**src/common/lamp_pkg.sv**
```systemverilog
// Shared types, constants and decoding for the port lamp control block.
//**********************************************************************
// Overview of operation
// - Lamp one selector, bits 15:12, resets speed.
// - Lamp two selector, bits 11:8, resets link.
// - Codes 0-3: speed, transmit, receive, collision.
// - Codes 4,5,7: link, duplex, stretched activity.
// - Codes 8-11: on, off, fast, slow blink.
// - Code 12: link solid, receive event toggles.
// - Duplex solid, collision toggles; lamp two 13.
// - Lamp three bits 7:4; 13 link+activity, 14 duplex+collision.
// - Period field bits 3:2: 30/60/100 ms.
// - Bit one enables stretching, resets to one.
// - Combined codes always stretch regardless bit one.
// - Duplex lamp may linger after link loss.
//**********************************************************************
package lamp_pkg;

  // Management address of the lamp configuration register.
  localparam logic [4:0] LAMP_CFG_ADDR = 5'h14;

  // Layout of the lamp configuration register, top bit first.
  typedef struct packed {
    logic [3:0] first_lamp_source_sel;
    logic [3:0] second_lamp_source_sel;
    logic [3:0] third_lamp_source_sel;
    logic [1:0] stretch_period_sel;
    logic stretch_en;
    logic rsv0;
  } lamp_cfg_s;

  // Value after reset: speed, link, receive, 30 ms, stretching on.
  localparam lamp_cfg_s CFG_RESET = '{4'h0, 4'h4, 4'h2, 2'h0,
                                       1'b1, 1'b0};

  // Port conditions handed in by the port's own logic.
  typedef struct packed {
    logic speed_100;
    logic link_up;
    logic full_duplex;
    logic tx_evt;
    logic rx_evt;
    logic col_evt;
  } port_status_s;

  // Selector codes.
  localparam logic [3:0] SEL_SPEED = 4'h0;
  localparam logic [3:0] SEL_TX = 4'h1;
  localparam logic [3:0] SEL_RX = 4'h2;
  localparam logic [3:0] SEL_COL = 4'h3;
  localparam logic [3:0] SEL_LINK = 4'h4;
  localparam logic [3:0] SEL_DUPLEX = 4'h5;
  localparam logic [3:0] SEL_ACT = 4'h7;
  localparam logic [3:0] SEL_ON = 4'h8;
  localparam logic [3:0] SEL_OFF = 4'h9;
  localparam logic [3:0] SEL_FAST = 4'ha;
  localparam logic [3:0] SEL_SLOW = 4'hb;
  localparam logic [3:0] SEL_COMBO_C = 4'hc;
  localparam logic [3:0] SEL_COMBO_D = 4'hd;
  localparam logic [3:0] SEL_COMBO_E = 4'he;

  // Period field codes.
  localparam logic [1:0] PER_30 = 2'h0;
  localparam logic [1:0] PER_60 = 2'h1;
  localparam logic [1:0] PER_100 = 2'h2;

  // Stretch periods in milliseconds.
  localparam logic [7:0] STRETCH_30_MS = 8'h1e;
  localparam logic [7:0] STRETCH_60_MS = 8'h3c;
  localparam logic [7:0] STRETCH_100_MS = 8'h64;

  // Clock period and the millisecond tick derived from it.
  localparam int CLK_PERIOD_NS = 5;
  localparam int MS_NS = 1000000;
  localparam int MS_CYCLES = MS_NS / CLK_PERIOD_NS;

  // What a lamp shows.
  typedef enum logic [3:0] {
    M_SPEED, M_TX, M_RX, M_COL, M_LINK, M_DUPLEX, M_ACT, M_ON,
    M_OFF, M_FAST, M_SLOW, M_LINK_RX, M_LINK_ACT, M_DUP_COL, M_NONE
  } lamp_mode_e;

  // Turns a lamp index and its selector into a display mode.
  function automatic lamp_mode_e decode_mode(input int idx,
                                             input logic [3:0] sel);
    lamp_mode_e m;
    m = M_NONE;
    case (sel)
      SEL_SPEED: m = M_SPEED;
      SEL_TX: m = M_TX;
      SEL_RX: m = M_RX;
      SEL_COL: m = M_COL;
      SEL_LINK: m = M_LINK;
      SEL_DUPLEX: m = M_DUPLEX;
      SEL_ACT: m = M_ACT;
      SEL_ON: m = M_ON;
      SEL_OFF: m = M_OFF;
      SEL_FAST: m = M_FAST;
      SEL_SLOW: m = M_SLOW;
      SEL_COMBO_C: m = M_LINK_RX;
      // Lamp two keeps duplex+collision here, lamp three link+activity.
      SEL_COMBO_D: m = (idx == 1) ? M_DUP_COL :
                       (idx == 2) ? M_LINK_ACT : M_NONE;
      // Lamp two has no meaning for this code.
      SEL_COMBO_E: m = (idx == 1) ? M_NONE : M_DUP_COL;
      default: m = M_NONE;
    endcase
    return m;
  endfunction

  // True for modes whose events are stretched regardless of bit one.
  function automatic logic is_combined(input lamp_mode_e m);
    return (m == M_LINK_RX) || (m == M_LINK_ACT) || (m == M_DUP_COL);
  endfunction

endpackage

```
**src/core/lamp_ctrl.sv**
```systemverilog
// Per-port lamp control: configuration register and three lamp drivers.
`timescale 1ns/10ps
`default_nettype none
module lamp_ctrl #(
  parameter int MS_CYCLES = lamp_pkg::MS_CYCLES,
  parameter int FAST_HALF_MS = 50,
  parameter int SLOW_HALF_MS = 250
) (
  // Clock and reset.
  input wire logic clk_sys,
  input wire logic sys_rst,
  // Management register access.
  input wire logic [4:0] mgmt_addr,
  input wire logic mgmt_wr,
  input wire logic [15:0] mgmt_wdata,
  output logic [15:0] mgmt_rdata,
  // Port conditions.
  input wire lamp_pkg::port_status_s port_status,
  // Lamp drivers, high lights the lamp.
  output logic [2:0] lamp_on
);

  //********************************************************************
  // Millisecond tick and blink phases
  //********************************************************************

  localparam int DW = $clog2(MS_CYCLES);

  logic [DW-1:0] div; // Cycles into the current millisecond.
  logic [DW-1:0] next_div;
  logic tick_ms; // One-cycle pulse per millisecond.
  logic [9:0] fast_cnt; // Milliseconds into the fast half period.
  logic [9:0] next_fast_cnt;
  logic [9:0] slow_cnt; // Milliseconds into the slow half period.
  logic [9:0] next_slow_cnt;
  logic fast_ph; // Fast blink phase.
  logic next_fast_ph;
  logic slow_ph; // Slow blink phase.
  logic next_slow_ph;

  // Divider and blink counters advance together.
  always_comb begin
    tick_ms = (div == DW'(MS_CYCLES - 1));
    next_div = tick_ms ? '0 : div + DW'(1);
    next_fast_cnt = fast_cnt;
    next_fast_ph = fast_ph;
    next_slow_cnt = slow_cnt;
    next_slow_ph = slow_ph;
    if (tick_ms) begin
      if (fast_cnt == 10'(FAST_HALF_MS - 1)) begin
        next_fast_cnt = '0;
        next_fast_ph = ~fast_ph;
      end else begin
        next_fast_cnt = fast_cnt + 10'h001;
      end
      if (slow_cnt == 10'(SLOW_HALF_MS - 1)) begin
        next_slow_cnt = '0;
        next_slow_ph = ~slow_ph;
      end else begin
        next_slow_cnt = slow_cnt + 10'h001;
      end
    end
  end

  // Registers only.
  always_ff @(posedge clk_sys) begin
    if (sys_rst) begin
      div <= '0;
      fast_cnt <= '0;
      slow_cnt <= '0;
      fast_ph <= 1'b0;
      slow_ph <= 1'b0;
    end else begin
      div <= next_div;
      fast_cnt <= next_fast_cnt;
      slow_cnt <= next_slow_cnt;
      fast_ph <= next_fast_ph;
      slow_ph <= next_slow_ph;
    end
  end

  //********************************************************************
  // Configuration register
  //********************************************************************

  lamp_pkg::lamp_cfg_s cfg; // The lamp configuration register.
  lamp_pkg::lamp_cfg_s next_cfg;
  logic [15:0] next_rdata;
  logic cfg_hit; // Access addresses this register.

  // Every bit is writable; bit zero is stored but steers nothing.
  always_comb begin
    cfg_hit = (mgmt_addr == lamp_pkg::LAMP_CFG_ADDR);
    next_cfg = cfg;
    if (mgmt_wr && cfg_hit) begin
      next_cfg = lamp_pkg::lamp_cfg_s'(mgmt_wdata);
    end
    // Other addresses belong to other registers and read as zero here.
    next_rdata = cfg_hit ? 16'(cfg) : 16'h0000;
  end

  always_ff @(posedge clk_sys) begin
    if (sys_rst) begin
      cfg <= lamp_pkg::CFG_RESET;
      mgmt_rdata <= 16'h0000;
    end else begin
      cfg <= next_cfg;
      mgmt_rdata <= next_rdata;
    end
  end

  //********************************************************************
  // Lamp drivers
  //********************************************************************

  logic [3:0] sel [3]; // Selector of each lamp.
  logic [7:0] period_ms; // Chosen stretch period.
  logic [2:0] next_lamp;
  lamp_pkg::port_status_s st;

  assign sel[0] = cfg.first_lamp_source_sel;
  assign sel[1] = cfg.second_lamp_source_sel;
  assign sel[2] = cfg.third_lamp_source_sel;
  assign st = port_status;

  // period field decode
  // The unused field code falls back to the longest period.
  always_comb begin
    case (cfg.stretch_period_sel)
      lamp_pkg::PER_30: period_ms = lamp_pkg::STRETCH_30_MS;
      lamp_pkg::PER_60: period_ms = lamp_pkg::STRETCH_60_MS;
      lamp_pkg::PER_100: period_ms = lamp_pkg::STRETCH_100_MS;
      default: period_ms = lamp_pkg::STRETCH_100_MS;
    endcase
  end

  for (genvar i = 0; i < 3; i++) begin : g_lamp
    lamp_pkg::lamp_mode_e mode;
    logic evt; // Event feeding the stretcher.
    logic str_on; // Stretching applies to this lamp.
    logic act; // Stretched event.

    always_comb begin
      mode = lamp_pkg::decode_mode(i, sel[i]);
      str_on = lamp_pkg::is_combined(mode) | cfg.stretch_en;
      case (mode)
        lamp_pkg::M_TX: evt = st.tx_evt;
        lamp_pkg::M_RX: evt = st.rx_evt;
        lamp_pkg::M_COL: evt = st.col_evt;
        lamp_pkg::M_ACT: evt = st.rx_evt | st.tx_evt;
        lamp_pkg::M_LINK_ACT: evt = st.rx_evt | st.tx_evt;
        lamp_pkg::M_LINK_RX: evt = st.rx_evt;
        lamp_pkg::M_DUP_COL: evt = st.col_evt;
        default: evt = 1'b0;
      endcase
    end

    lamp_stretch #(.CW(8)) u_stretch (
      .clk_sys(clk_sys),
      .sys_rst(sys_rst),
      .tick_ms(tick_ms),
      .stretch_on(str_on),
      .period_ms(period_ms),
      .evt(evt),
      .active(act)
    );

    // In combined modes a stretched event flips the solid lamp off,
    // which reads as a blink against the primary condition.
    always_comb begin
      case (mode)
        lamp_pkg::M_SPEED: next_lamp[i] = st.speed_100;
        lamp_pkg::M_TX: next_lamp[i] = act;
        lamp_pkg::M_RX: next_lamp[i] = act;
        lamp_pkg::M_COL: next_lamp[i] = act;
        lamp_pkg::M_LINK: next_lamp[i] = st.link_up;
        lamp_pkg::M_DUPLEX: next_lamp[i] = st.full_duplex;
        lamp_pkg::M_ACT: next_lamp[i] = act;
        lamp_pkg::M_ON: next_lamp[i] = 1'b1;
        lamp_pkg::M_OFF: next_lamp[i] = 1'b0;
        lamp_pkg::M_FAST: next_lamp[i] = fast_ph;
        lamp_pkg::M_SLOW: next_lamp[i] = slow_ph;
        lamp_pkg::M_LINK_RX: next_lamp[i] = st.link_up & ~act;
        lamp_pkg::M_LINK_ACT: next_lamp[i] = st.link_up & ~act;
        lamp_pkg::M_DUP_COL: next_lamp[i] = st.full_duplex & ~act;
        // reserved codes keep the lamp dark
        default: next_lamp[i] = 1'b0;
      endcase
    end
  end

  // Lamp outputs are registered so they never glitch.
  always_ff @(posedge clk_sys) begin
    if (sys_rst) begin
      lamp_on <= 3'h0;
    end else begin
      lamp_on <= next_lamp;
    end
  end
endmodule
`default_nettype wire

```
**src/core/lamp_stretch.sv**
```systemverilog
// Event stretcher for one lamp, counting in millisecond ticks.
`timescale 1ns/10ps
`default_nettype none
module lamp_stretch #(
  parameter int CW = 8
) (
  // Clock and reset.
  input wire logic clk_sys,
  input wire logic sys_rst,
  // Timing and control.
  input wire logic tick_ms,
  input wire logic stretch_on,
  input wire logic [CW-1:0] period_ms,
  // Event in, stretched event out.
  input wire logic evt,
  output logic active
);

  logic [CW-1:0] cnt; // Milliseconds still to hold.
  logic [CW-1:0] next_cnt;
  logic next_active;

  // One extra tick is loaded so the hold is never short of the period,
  // at the cost of up to one millisecond too long.
  always_comb begin
    next_cnt = cnt;
    if (!stretch_on) begin
      next_cnt = '0;
    end else if (evt) begin
      next_cnt = period_ms + CW'(1);
    end else if (tick_ms && cnt != '0) begin
      next_cnt = cnt - CW'(1);
    end
    next_active = evt | (stretch_on && next_cnt != '0);
  end

  // Registers only.
  always_ff @(posedge clk_sys) begin
    if (sys_rst) begin
      cnt <= '0;
      active <= 1'b0;
    end else begin
      cnt <= next_cnt;
      active <= next_active;
    end
  end

endmodule
`default_nettype wire

```
**config.mk**
```make
export PLATFORM = sky130hd
export DESIGN_NAME = lamp_ctrl
export DESIGN_NICKNAME = d
export VERILOG_FILES = /design/src/common/lamp_pkg.sv /design/src/core/lamp_ctrl.sv /design/src/core/lamp_stretch.sv
export SDC_FILE = /design/constraint.sdc
export NUM_CORES = 1
export LEC_CHECK = 0
export BUFFER_PORTS_ARGS = -buffer_cell sky130_fd_sc_hd__buf_2
export CAP_MARGIN = 20
export CORE_UTILIZATION = 35
export DETAILED_ROUTE_END_ITERATION = 7
export PLACE_DENSITY = 0.49
export SLEW_MARGIN = 20
export SYNTH_ARGS = -nofsm -noshare
export SYNTH_HDL_FRONTEND = slang
export SYNTH_SLANG_ARGS = --single-unit
```
**constraint.sdc**
```tcl
create_clock -name clk_sys -period 5.3 [get_ports clk_sys]
set_input_delay 0.795 -clock clk_sys [delete_from_list [all_inputs] [get_ports clk_sys]]
set_output_delay 0.795 -clock clk_sys [all_outputs]
set_load 0.005 [all_outputs]
```
==> out/summary.md, run 1 <==
* part of the Yosys area used for sequential elements: 39.65%
* Max-slew headroom: 49.30%
* highest fanout seen on the critical path: 11
* average wire per cell in the routed design: 14.30 µm
* crit share post-route: 49.11%
* min-delay src: cfg[14]$_SDFFE_PP0N_
* number of H-tree levels: 4
* number of global-route vias before repair: 4592
* maximum number of pins on one net before global-route repair: 37
* # hold bufs at CTS: 0
* CTS tree: done
* top_reg_cell synth: dfxtp_1
* all-layer global routing usage: 17.10%
* nature of the critical path endpoint: register
* post-synthesis cell count: 665
* post-CTS setup buffer count: 0
* status: complete, no violations
* share of cells above drive strength 1: 12.85%
* post-synthesis instance area: 5756 µm²
* required time of the critical path: 5600 ps
* depth of the most critical reg-to-reg path: 7
* initial core utilization: 36.10%
* static power due to leakage: 2.729 nW
* total congestion overflow: 0
* via count of the routed design: 4783
* post-route minimum period: 2603 ps
* setup clock skew after layout: 9.845 ps
* PwrDens: 301.0 nW/µm²
* Yosys cell types: 68
* classification of the worst-slack hold path: reg2reg
* HPWL reported at the end of detailed placement: 9590 µm
* relative area change from synthesis to final layout: 16.02%
* total of endpoints with negative setup slack in the final report: 0
* fraction of synthesized cell area taken by the top area cell type: 39.65%
* start-to-end type of the worst setup path: reg2reg
* CTS root buffer: clkbuf_16
* Max Slew Vio Count: 0
* RSZ-0062 raised after global routing: no
* global-route wire length before repair: 22400 µm
* r2r setup slk: 2700 ps
* die footprint: 16960 µm²
* Avg Vias per Cell: 5.132
* number of synthesized register bits: 114
* largest vdd supply drop: 221.1 µV
* placer's final routability congestion estimate: 0.8604
* number of antenna violations at the first check in global routing: 0
* endpoint with the worst hold slack: mgmt_rdata[14]$_SDFF_PP0_
* depth of the worst hold-timing path: 1
* library cell with the largest summed area after synthesis: dfxtp_1
* Synthesized Nets: 719
* final hold vios: 0
* Async SR Flop Fraction: 0%
* total number of nets in the final design: 759
* Starting DRT DRC Count: 221
* number of port buffers: 48
* endpoint of the worst register-to-register path: g_lamp[0].u_stretch.active$_SDFF_PP0_
* CP startpoint kind: register
* number of enable-type register cells in the synthesized netlist: 0
* Final TNS setup: 0 ps
* total inserted antenna cells: 0
* startpoint of the lowest-slack register-to-register path: div[0]$_SDFF_PP0_
* pin slew with the least headroom to its limit: 755.4 ps
* first-pass iteration count of the detailed router: 6
* number of buffers inserted during clock tree synthesis: 17
* average footprint of a synthesized cell: 8.655 µm²
* later-pin clock latency in the skew report: 420 ps
* die height: 130.2 µm
* post-CTS clock slew at the launch and capture registers of the worst setup and hold paths: 50 ps
* arrival time of the worst setup path: 2900 ps
* number of remaining DRC errors: 0
* maximum operating frequency: 0.3842 GHz
* maximum capacitance violations: 0
* Resized cells post-CTS: 0
* row cnt: 46
* tightest hold margin: 451.7 ps
* remaining number of nets flagged by the antenna check after routing: 0
* I/O pin count: 49
* Die X-Extent: 130.2 µm
* Post-Route WL: 13330 µm
* cell types occupying the most area after synthesis: dfxtp_1, ha_1, mux2i_1, nor2_1, xor2_1
* overall power: 2.010 mW
* clock sink count: 114
* synthesis warning total: 0
* deepest clock path buffer count: 2
* core region area: 15940 µm²
[report_power, final]
part	internal, mW	switching [mW]	total [mW]
Sequential	0.873	0.0154	0.889
Combinational	0.0476	0.0632	0.111
Clock	0.625	0.385	1.01
[final cells by class]
cell class	instances	area, µm²
clock buffers	25	485.5
clock inverters	5	30.03
fillers	1603	9265
inverters	31	116.4
multi-input cells	491	3238
flip-flops and latches	114	2282
well taps	216	270.3
repair buffers	50	255.2
[through the flow]
stage / setup slack, ps / cell area (µm²) / util [%] / std cells
after global placement: 2460 / 6162 / 38.65 / 902
after detailed placement: 2393 / 6162 / 38.65 / 902
after floorplan: 2434 / 5756 / - / 665
after global routing: 2486 / 6678 / 41.89 / 932
after CTS: 2719 / 6678 / 41.89 / 932
final: 2697 / 6678 / 41.89 / 932
[worst max-delay path, stage by stage (launching register included)]
cell      delay, ps
dfxtp_1         400
ha_1            230
and2_1          180
nand2_1         310
nor3_1          550
nand4b_1        190
xnor2_1         180
o41a_1          420
[per-layer routing]
layer | global-route usage, % | vias up | part of all wire [%]
li1 | - | 2428 | -
met1 | 22.33 | 2245 | 49
met2 | 26.25 | 85 | 45
met3 | 4.592 | 25 | 4.0
met4 | 7.729 | 0 | 2.2
met5 | 0 | - | 0
[cell usage in the layout, fill, tap and decap left out, types with 14 or more instances in the layout]
master	netlist	layout
a21oi_1	35	35
mux2i_1	29	29
buf_2	2	48
nor4_1	14	14
nand2_1	44	44
inv_1	30	30
xnor2_1	24	24
clkbuf_16	0	17
nand3_1	18	18
nor3_1	24	24
ha_1	24	24
o21ai_0	19	19
nor2_1	70	70
and2_1	22	22
dfxtp_1	114	114
xor2_1	26	26
[cell usage after synthesis, drive strengths merged (4+ instances only)]
| library cell | n |
|---|---|
| nor2b | 6 |
| mux2i | 29 |
| xor2 | 26 |
| mux2 | 5 |
| inv | 30 |
| or4 | 6 |
| clkbuf | 23 |
| nand4 | 10 |
| and2 | 22 |
| a21oi | 35 |
| nor4 | 14 |
| dfxtp | 114 |
| or3 | 8 |
| nand2 | 44 |
| and3 | 11 |
| ha | 24 |
| nand2b | 6 |
| xnor2 | 24 |
| o21ai | 21 |
| buf | 6 |
| nor4b | 5 |
| nor2 | 71 |
| a211oi | 8 |
| or2 | 8 |
| nor3b | 5 |
| nor3 | 24 |
| nand3b | 4 |
| o211ai | 4 |
| nand3 | 19 |
| a31oi | 10 |
[registers in the layout, indices dropped and copies added (netlist names)]
signal / flops
cfg: 16
div: 18
fast_cnt: 10
fast_ph: 1
g_lamp.mode: 12
g_lamp.u_stretch.active: 3
g_lamp.u_stretch.cnt: 24
lamp_on: 3
mgmt_rdata: 16
slow_cnt: 10
slow_ph: 1
[worst max path at each step]
stage | cells past startpoint | end | start | slack, ps
2_1_floorplan | 9 | g_lamp[1].mode[1]$_DFF_P_ | mgmt_addr[1] | 2430
3_3_place_gp | 10 | g_lamp[1].mode[1]$_DFF_P_ | mgmt_addr[1] | 2460
3_5_place_dp | 10 | g_lamp[0].mode[1]$_DFF_P_ | mgmt_addr[1] | 2390
4_1_cts | 7 | g_lamp[0].u_stretch.active$_SDFF_PP0_ | div[0]$_SDFF_PP0_ | 2720
5_1_grt | 7 | g_lamp[0].u_stretch.active$_SDFF_PP0_ | div[0]$_SDFF_PP0_ | 2490
6_report | 7 | g_lamp[0].u_stretch.active$_SDFF_PP0_ | div[0]$_SDFF_PP0_ | 2700
[kinds of logic (layout without fill, tap and decap cells)]
logic type               Yosys count  after routing  share of synthesized area (%)
XOR/XNOR                          50             50                          7.609
multiplexers                      34             34                          6.022
flip-flops                       114            114                          39.65
AO/OA/AOI/OAI                    113            113                          12.67
adder cells (fa/ha/maj)           24             24                          5.217
AND/OR/NAND/NOR                  270            270                          24.74
buffers and inverters             60            111                          4.087
No activity file was read; power rests on OpenSTA's default activity.
==> run 2, diff against run 1 <==
--- a/config.mk
+++ b/config.mk
@@ -5,11 +5,12 @@
 export SDC_FILE = /design/constraint.sdc
 export NUM_CORES = 1
 export LEC_CHECK = 0
+export ABC_AREA = 1
 export BUFFER_PORTS_ARGS = -buffer_cell sky130_fd_sc_hd__buf_2
 export CAP_MARGIN = 20
 export CORE_UTILIZATION = 35
 export DETAILED_ROUTE_END_ITERATION = 7
-export PLACE_DENSITY = 0.49
+export PLACE_DENSITY = 0.5
 export SLEW_MARGIN = 20
 export SYNTH_ARGS = -nofsm -noshare
 export SYNTH_HDL_FRONTEND = slang
==> constraint.sdc (replaced) <==
create_clock -name clk_sys -period 2.2 [get_ports clk_sys]
set_input_delay 0.33 -clock clk_sys [delete_from_list [all_inputs] [get_ports clk_sys]]
set_output_delay 0.33 -clock clk_sys [all_outputs]
set_load 0.005 [all_outputs]
==> run 2 against run 1 <==
Effect of this change:
- clock skew rose by 4.4 ps
- first-iteration DRC count rose by 1.8%
- largest power group unchanged
- non-clock buffer count rose by 30
- clock-buffer cell count fell by 7
- sequential share of layout area fell by 4.0 points
- register-to-register slack got worse by 2500 ps
- combinational power rose to 3.8 times the previous value
- maximum frequency rose by 32%
==> out/summary.md, run 2 <==
* status: complete, no violations
* startpoint of the lowest-slack register-to-register path: div[12]$_SDFF_PP0_
* depth of the worst hold-timing path: 3
* via count of the routed design: 5698
* M1 GR Usage: 22.26%
* tightest hold margin: 128.0 ps
* number of buffers inserted during clock tree synthesis: 17
* deepest clock path buffer count: 2
* met2 track utilization from global routing: 29.23%
* filler instances: 1787
* Post-Route WL: 14960 µm
* Max-slew headroom: 63.66%
* r2r setup slk: 230 ps
* later-pin clock latency in the skew report: 430 ps
* library cell with the largest summed area after synthesis: dfxtp_1
* Max stage delay cell, worst path: dfxtp_1
* fraction of synthesized cell area taken by the top area cell type: 36.57%
* placer's final routability congestion estimate: 0.7738
* number of remaining DRC errors: 0
* min-delay src: mgmt_wdata[1]
* number of port buffers: 48
* arrival time of the worst setup path: 2280 ps
* number of enable-type register cells in the synthesized netlist: 0
* worst path buffer plus inverter count: 1
* Final TNS setup: 0 ps
* # hold bufs at CTS: 0
* required time of the critical path: 2510 ps
* cell family contributing the most delay on the critical path: simple AND/OR/NAND/NOR gates
* RSZ-0062 raised after global routing: no
* CP startpoint kind: register
* Yosys cell types: 49
* Synthesized Nets: 992
* Post-Place Cells: 1226
* row cnt: 48
* cell types occupying the most area after synthesis: dfxtp_1, nand2_1, nor2_1, inv_1, nand3_1
* maximum operating frequency: 0.5082 GHz
* total of endpoints with negative setup slack in the final report: 0
* endpoint with the worst hold slack: cfg[1]$_SDFFE_PP1N_
* core region area: 17360 µm²
* I/O pin count: 49
* post-synthesis instance area: 6241 µm²
* most frequent standard cell in the layout excluding fill and tap cells: nand2_1
* post-synthesis cell count: 938
* pin slew with the least headroom to its limit: 543.8 ps
* total congestion overflow: 0
* endpoint of the worst register-to-register path: fast_cnt[8]$_SDFFE_PP0P_
* classification of the worst-slack hold path: in2reg
* maximum capacitance violations: 0
* Max Slew Vio Count: 0
* largest vdd supply drop: 519.6 µV
* max FFs per register: 24
* die height: 135.5 µm
* depth of the most critical reg-to-reg path: 10
* number of global-route vias before repair: 5382
* clock sink count: 114
* met3 layer usage reported by global route: 3.479%
* number of synthesized register bits: 114
* average footprint of a synthesized cell: 6.654 µm²
* Die X-Extent: 135.5 µm
* HPWL reported at the end of detailed placement: 11380 µm
* part of the Yosys area used for sequential elements: 36.57%
* commonest cells after routing, fill and taps aside: nand2_1, nor2_1, inv_1
* area of combinational cells with multiple inputs: 3395 µm²
* post-route minimum period: 1968 ps
* average wire per cell in the routed design: 11.88 µm
* die footprint: 18370 µm²
* Avg Vias per Cell: 4.526
* CTS tree: done
* crit share post-route: 89.44%
* number of antenna violations at the first check in global routing: 0
* setup clock skew after layout: 14.23 ps
* most heavily used metal layer in global routing: met2
* final hold vios: 0
* synthesis warning total: 0
* relative area change from synthesis to final layout: 21.09%
* global-route wire length before repair: 25230 µm
* start-to-end type of the worst setup path: reg2reg
* CP cell instances: nor2_1, nand2_1, nor2_4, nand2_4, buf_4, nor4_4, nand3_2, nor2_2, xor2_1, nor2_1
* initial core utilization: 35.96%
* cell repeated most along the worst path: nor2_1
* top_reg_cell synth: dfxtp_1
* share of cells above drive strength 1: 15.09%
* remaining number of nets flagged by the antenna check after routing: 0
* maximum number of pins on one net before global-route repair: 19
* commonest cells in the netlist: nand2_1, nor2_1, inv_1, dfxtp_1, nand3_1
* total inserted antenna cells: 0
* nature of the critical path endpoint: register
* total number of nets in the final design: 1075
* number of H-tree levels: 4
* Largest stage delay, worst path: 360 ps
* all-layer global routing usage: 17.68%
* static power due to leakage: 3.629 nW
* most used standard cell by instance count after synthesis: nand2_1
* first-pass iteration count of the detailed router: 5
* CTS root buffer: clkbuf_16
* register with the most flip-flops: g_lamp.u_stretch.cnt
* non-filler instance count after layout: 1259
* FF+latch area: 2282 µm²
* registers with the most flip-flops: g_lamp.u_stretch.cnt x24, div x18
* post-CTS clock slew at the launch and capture registers of the worst setup and hold paths: 60 ps
* PwrDens: 707.3 nW/µm²
* highest fanout seen on the critical path: 9
* Starting DRT DRC Count: 225
* Async SR Flop Fraction: 0%
[run 2: cell count changes after synthesis, moves of 23 or more]
cell / previous run / this run
inv_1: 30 / 125
mux2i_1: 29 / 0
nand2_1: 44 / 237
nand3_1: 18 / 67
nor2_1: 70 / 172
xnor2_1: 24 / 1
[run 2: layer usage]
layer	wire, µm	share of wire (%)
met1	7381	49
met2	6795	45
met3	550	3.7
met4	234	1.6
met5	0	0
[run 2: layout make-up]
| cell class | instances | share of cell area [%] |
|---|---|---|
| Inverter | 133 | 6.606 |
| Clock inverter | 14 | 2.053 |
| Timing Repair Buffer | 80 | 6.689 |
| Tap cell | 225 | 3.725 |
| Clock buffer | 18 | 5.811 |
| Multi-Input combinational cell | 675 | 44.92 |
| Sequential cell | 114 | 30.20 |
[run 2: timing repair]
item | in CTS | in global routing
setup buffers | 0 | 1
endpoints found under the setup margin | 0 | 4
gates resized for setup | 0 | 4
[run 2: logic make-up (layout without fill, tap and decap cells)]
family / Yosys count / in the layout / share of synthesized area (%)
flops: 114 / 114 / 36.57
buf+inv: 149 / 245 / 9.342
xor+xnor: 17 / 17 / 2.386
compound gates: 84 / 84 / 7.779
simple gates: 550 / 550 / 39.11
fa+ha+maj: 24 / 24 / 4.812
[run 2: through the flow]
| step | power (mW) | util (%) | cell area, µm² | setup WS, ps |
|---|---|---|---|---|
| after global routing | 5.580 | 43.54 | 7557 | 12.19 |
| final | 5.345 | 43.54 | 7557 | 232.3 |
| after detailed placement | 2.621 | 39.89 | 6924 | 135.9 |
| after CTS | 5.417 | 43.32 | 7518 | 145.7 |
| after global placement | 2.626 | 39.89 | 6924 | 171.8 |
| after floorplan | 2.477 | - | 6241 | 258.5 |
[run 2: worst max path at each step]
stage                        from                                     to  slack [ps]  depth (start not counted)
2_1_floorplan        mgmt_addr[1]              g_lamp[1].mode[1]$_DFF_P_         260                         13
3_3_place_gp   div[16]$_SDFF_PP0_               fast_cnt[8]$_SDFFE_PP0P_         170                         11
3_5_place_dp         mgmt_addr[1]              g_lamp[1].mode[1]$_DFF_P_         140                         13
4_1_cts        div[16]$_SDFF_PP0_               fast_cnt[8]$_SDFFE_PP0P_         150                         11
5_1_grt         div[0]$_SDFF_PP0_  g_lamp[1].u_stretch.active$_SDFF_PP0_          10                         15
6_report       div[12]$_SDFF_PP0_               fast_cnt[8]$_SDFFE_PP0P_         230                         10
[run 2: power by group]
part | switching, mW | internal [mW] | total (mW)
registers | 0.0389 | 2.11 | 2.15
logic | 0.266 | 0.157 | 0.424
clock network | 1.07 | 1.70 | 2.77
[run 2: worst min-delay path: stages]
cell      delay, ps
buf_2            80
nand2_1          40
o211ai_1         60
==> run 3, diff against run 2 <==
--- a/config.mk
+++ b/config.mk
@@ -10,7 +10,7 @@
 export CAP_MARGIN = 20
 export CORE_UTILIZATION = 35
 export DETAILED_ROUTE_END_ITERATION = 7
-export PLACE_DENSITY = 0.5
+export RECOVER_POWER = 100
 export SLEW_MARGIN = 20
 export SYNTH_ARGS = -nofsm -noshare
 export SYNTH_HDL_FRONTEND = slang
==> run 3 against run 2 <==
Effect of this change:
- clock-buffer cell count shrank 1
- worst setup slack lost 5.6 ps
- non-clock buffer count shrank 14
- global-route usage shrank 1.5 points
- via count is essentially flat
- total power grew 0.77%
- cell area shrank 2.3%
- clock skew shrank 5.9 ps
- clock power grew 2%
- first-iteration DRC count grew 20%
- critical path type unchanged
- largest power group unchanged
- maximum frequency shrank 0.28%
- sequential cell count is the same
==> out/summary.md, run 3 (synthesis results as in run 2) <==
* number of port buffers: 48
* cell-internal power: 4.051 mW
* nature of the critical path endpoint: register
* share of cells above drive strength 1: 11.86%
* post-route minimum period: 1973 ps
* share of power burned in combinational logic: 7.6%
* commonest cells after routing, fill and taps aside: nand2_1, nor2_1, inv_1
* placer's final routability congestion estimate: 0.8367
* CTS tree: done
* average wire per cell in the routed design: 11.30 µm
* remaining number of nets flagged by the antenna check after routing: 0
* total of endpoints with negative setup slack in the final report: 0
* Post-Route WL: 14070 µm
* min-delay src: mgmt_wdata[5]
* Max-slew headroom: 59.80%
* number of H-tree levels: 4
* utilization after layout: 42.55%
* total congestion overflow: 0
* Max stage delay cell, worst path: dfxtp_1
* most frequent standard cell in the layout excluding fill and tap cells: nand2_1
* maximum operating frequency: 0.5068 GHz
* Sw Pwr: 1.335 mW
* Post-Place Cells: 1212
* Starting DRT DRC Count: 269
* number of buffers inserted during clock tree synthesis: 17
* # hold bufs at CTS: 0
* maximum number of pins on one net before global-route repair: 44
* CP cell instances: ha_2, nand2_1, nor2_2, nand3_1, nor2_4, buf_4, nand4_1, nor4_1, o21ai_0, a21oi_1
* startpoint of the lowest-slack register-to-register path: div[0]$_SDFF_PP0_
* classification of the worst-slack hold path: in2reg
* first-pass iteration count of the detailed router: 4
* endpoint of the worst register-to-register path: slow_cnt[9]$_SDFFE_PP0P_
* share of total power in sequential cells: 40.0%
* number of remaining DRC errors: 0
* Avg Vias per Cell: 4.578
* global-route wire length before repair: 23500 µm
* clock share of power: 52.4%
* core region area: 17360 µm²
* Post-Place Worst Slack: 106.2 ps
* crit share post-route: 89.69%
* static power due to leakage: 3.423 nW
* total number of nets in the final design: 1061
* number of global-route vias before repair: 5283
* HPWL reported at the end of detailed placement: 10460 µm
* PwrDens: 729.4 nW/µm²
* Final TNS setup: 0 ps
* maximum capacitance violations: 0
* RSZ-0062 raised after global routing: no
* arrival time of the worst setup path: 2320 ps
* Die X-Extent: 135.5 µm
* required time of the critical path: 2550 ps
* via count of the routed design: 5700
* setup clock skew after layout: 8.287 ps
* depth of the most critical reg-to-reg path: 10
* start-to-end type of the worst setup path: reg2reg
* tightest hold margin: 141.3 ps
* largest vdd supply drop: 535.2 µV
* cell area after placement: 6819 µm²
* launch point of the worst path: div[0]$_SDFF_PP0_
* Setup crit end: slow_cnt[9]$_SDFFE_PP0P_
* final hold vios: 0
* overall power: 5.387 mW
* all-layer global routing usage: 16.13%
* initial core utilization: 35.96%
* later-pin clock latency in the skew report: 420 ps
* highest fanout seen on the critical path: 9
* row cnt: 48
* r2r setup slk: 230 ps
* deepest clock path buffer count: 2
* CP startpoint kind: register
* post-CTS clock slew at the launch and capture registers of the worst setup and hold paths: 60 ps
* die footprint: 18370 µm²
* total inserted antenna cells: 0
* registers with the most flip-flops: g_lamp.u_stretch.cnt x24, div x18
* status: complete, no violations
* max FFs per register: 24
* relative area change from synthesis to final layout: 18.32%
* number of antenna violations at the first check in global routing: 0
* pin slew with the least headroom to its limit: 602.4 ps
* non-filler instance count after layout: 1245
* CTS root buffer: clkbuf_16
* Final Worst Setup Slack: 226.7 ps
* I/O pin count: 49
* total non-filler cell area in the finished layout: 7385 µm²
* Largest stage delay, worst path: 330 ps
* Max Slew Vio Count: 0
* fraction of power spent switching nets: 24.79%
* die height: 135.5 µm
* register with the most flip-flops: g_lamp.u_stretch.cnt
* clock sink count: 114
==> run 3: cell types whose count changed in the layout (fill, tap and decap cells not counted), moves of 2 or more <==
cell      previous run  this run
inv_1              125       127
clkinv_4             4         6
nor3_1              18        20
clkbuf_1             0        15
o21ai_1              5         3
nor4_4               2         0
nor3_2               4         2
buf_2               48        38
o21ai_0             32        34
buf_4               30        11
inv_2                8         6
==> run 3: repair_timing <==
| action | in CTS | in global routing |
|---|---|---|
| setup buffers | 0 | 1 |
| setup endpoints to repair | 0 | 8 |
| hold endpoints to repair | 0 | 0 |
| resized for setup | 0 | 7 |
==> run 3: power by group through the flow <==
stage / Sequential, mW / Clock, mW / Combinational (mW)
2_1_floorplan: 2.19 / 0 / 0.291
3_3_place_gp: 2.20 / 0 / 0.411
3_5_place_dp: 2.20 / 0 / 0.412
4_1_cts: 2.15 / 2.89 / 0.414
5_1_grt: 2.16 / 2.98 / 0.470
6_report: 2.15 / 2.83 / 0.409
==> run 3: layer usage <==
layer	share of wire (%)	vias to the layer above	track usage, %	routed length (µm)
li1	-	3100	-	-
met1	48	2486	19.27	6759
met2	46	96	27.38	6524
met3	3.8	18	3.629	541
met4	1.7	0	7.491	240
met5	0	-	0	0
==> run 3: critical path: cells and delay by family (launching register included) <==
family,cells,cell delay [ps]
AO/OA/AOI/OAI,2,240
flip-flops,1,330
buffers and inverters,1,190
adder cells (fa/ha/maj),1,200
AND/OR/NAND/NOR,6,950
==> run 3: final cells by class <==
class / count / area, µm²
clock buffer: 17 / 425.4
clock inverter: 15 / 186.4
fill: 1778 / 9972
inverter: 133 / 499.2
multi-input combinational: 675 / 3357
sequential: 114 / 2282
tap: 225 / 281.5
timing repair buffer: 66 / 352.8
==> run 3: worst min-delay path by stage <==
stage	endpoint	slack, ps	cells past startpoint
4_1_cts	cfg[5]$_SDFFE_PP1N_	120	3
6_report	cfg[5]$_SDFFE_PP1N_	140	3
2_1_floorplan	mgmt_rdata[10]$_SDFF_PP0_	410	2
5_1_grt	cfg[5]$_SDFFE_PP1N_	150	3
3_3_place_gp	mgmt_rdata[13]$_SDFF_PP0_	420	2
3_5_place_dp	mgmt_rdata[5]$_SDFF_PP0_	420	2
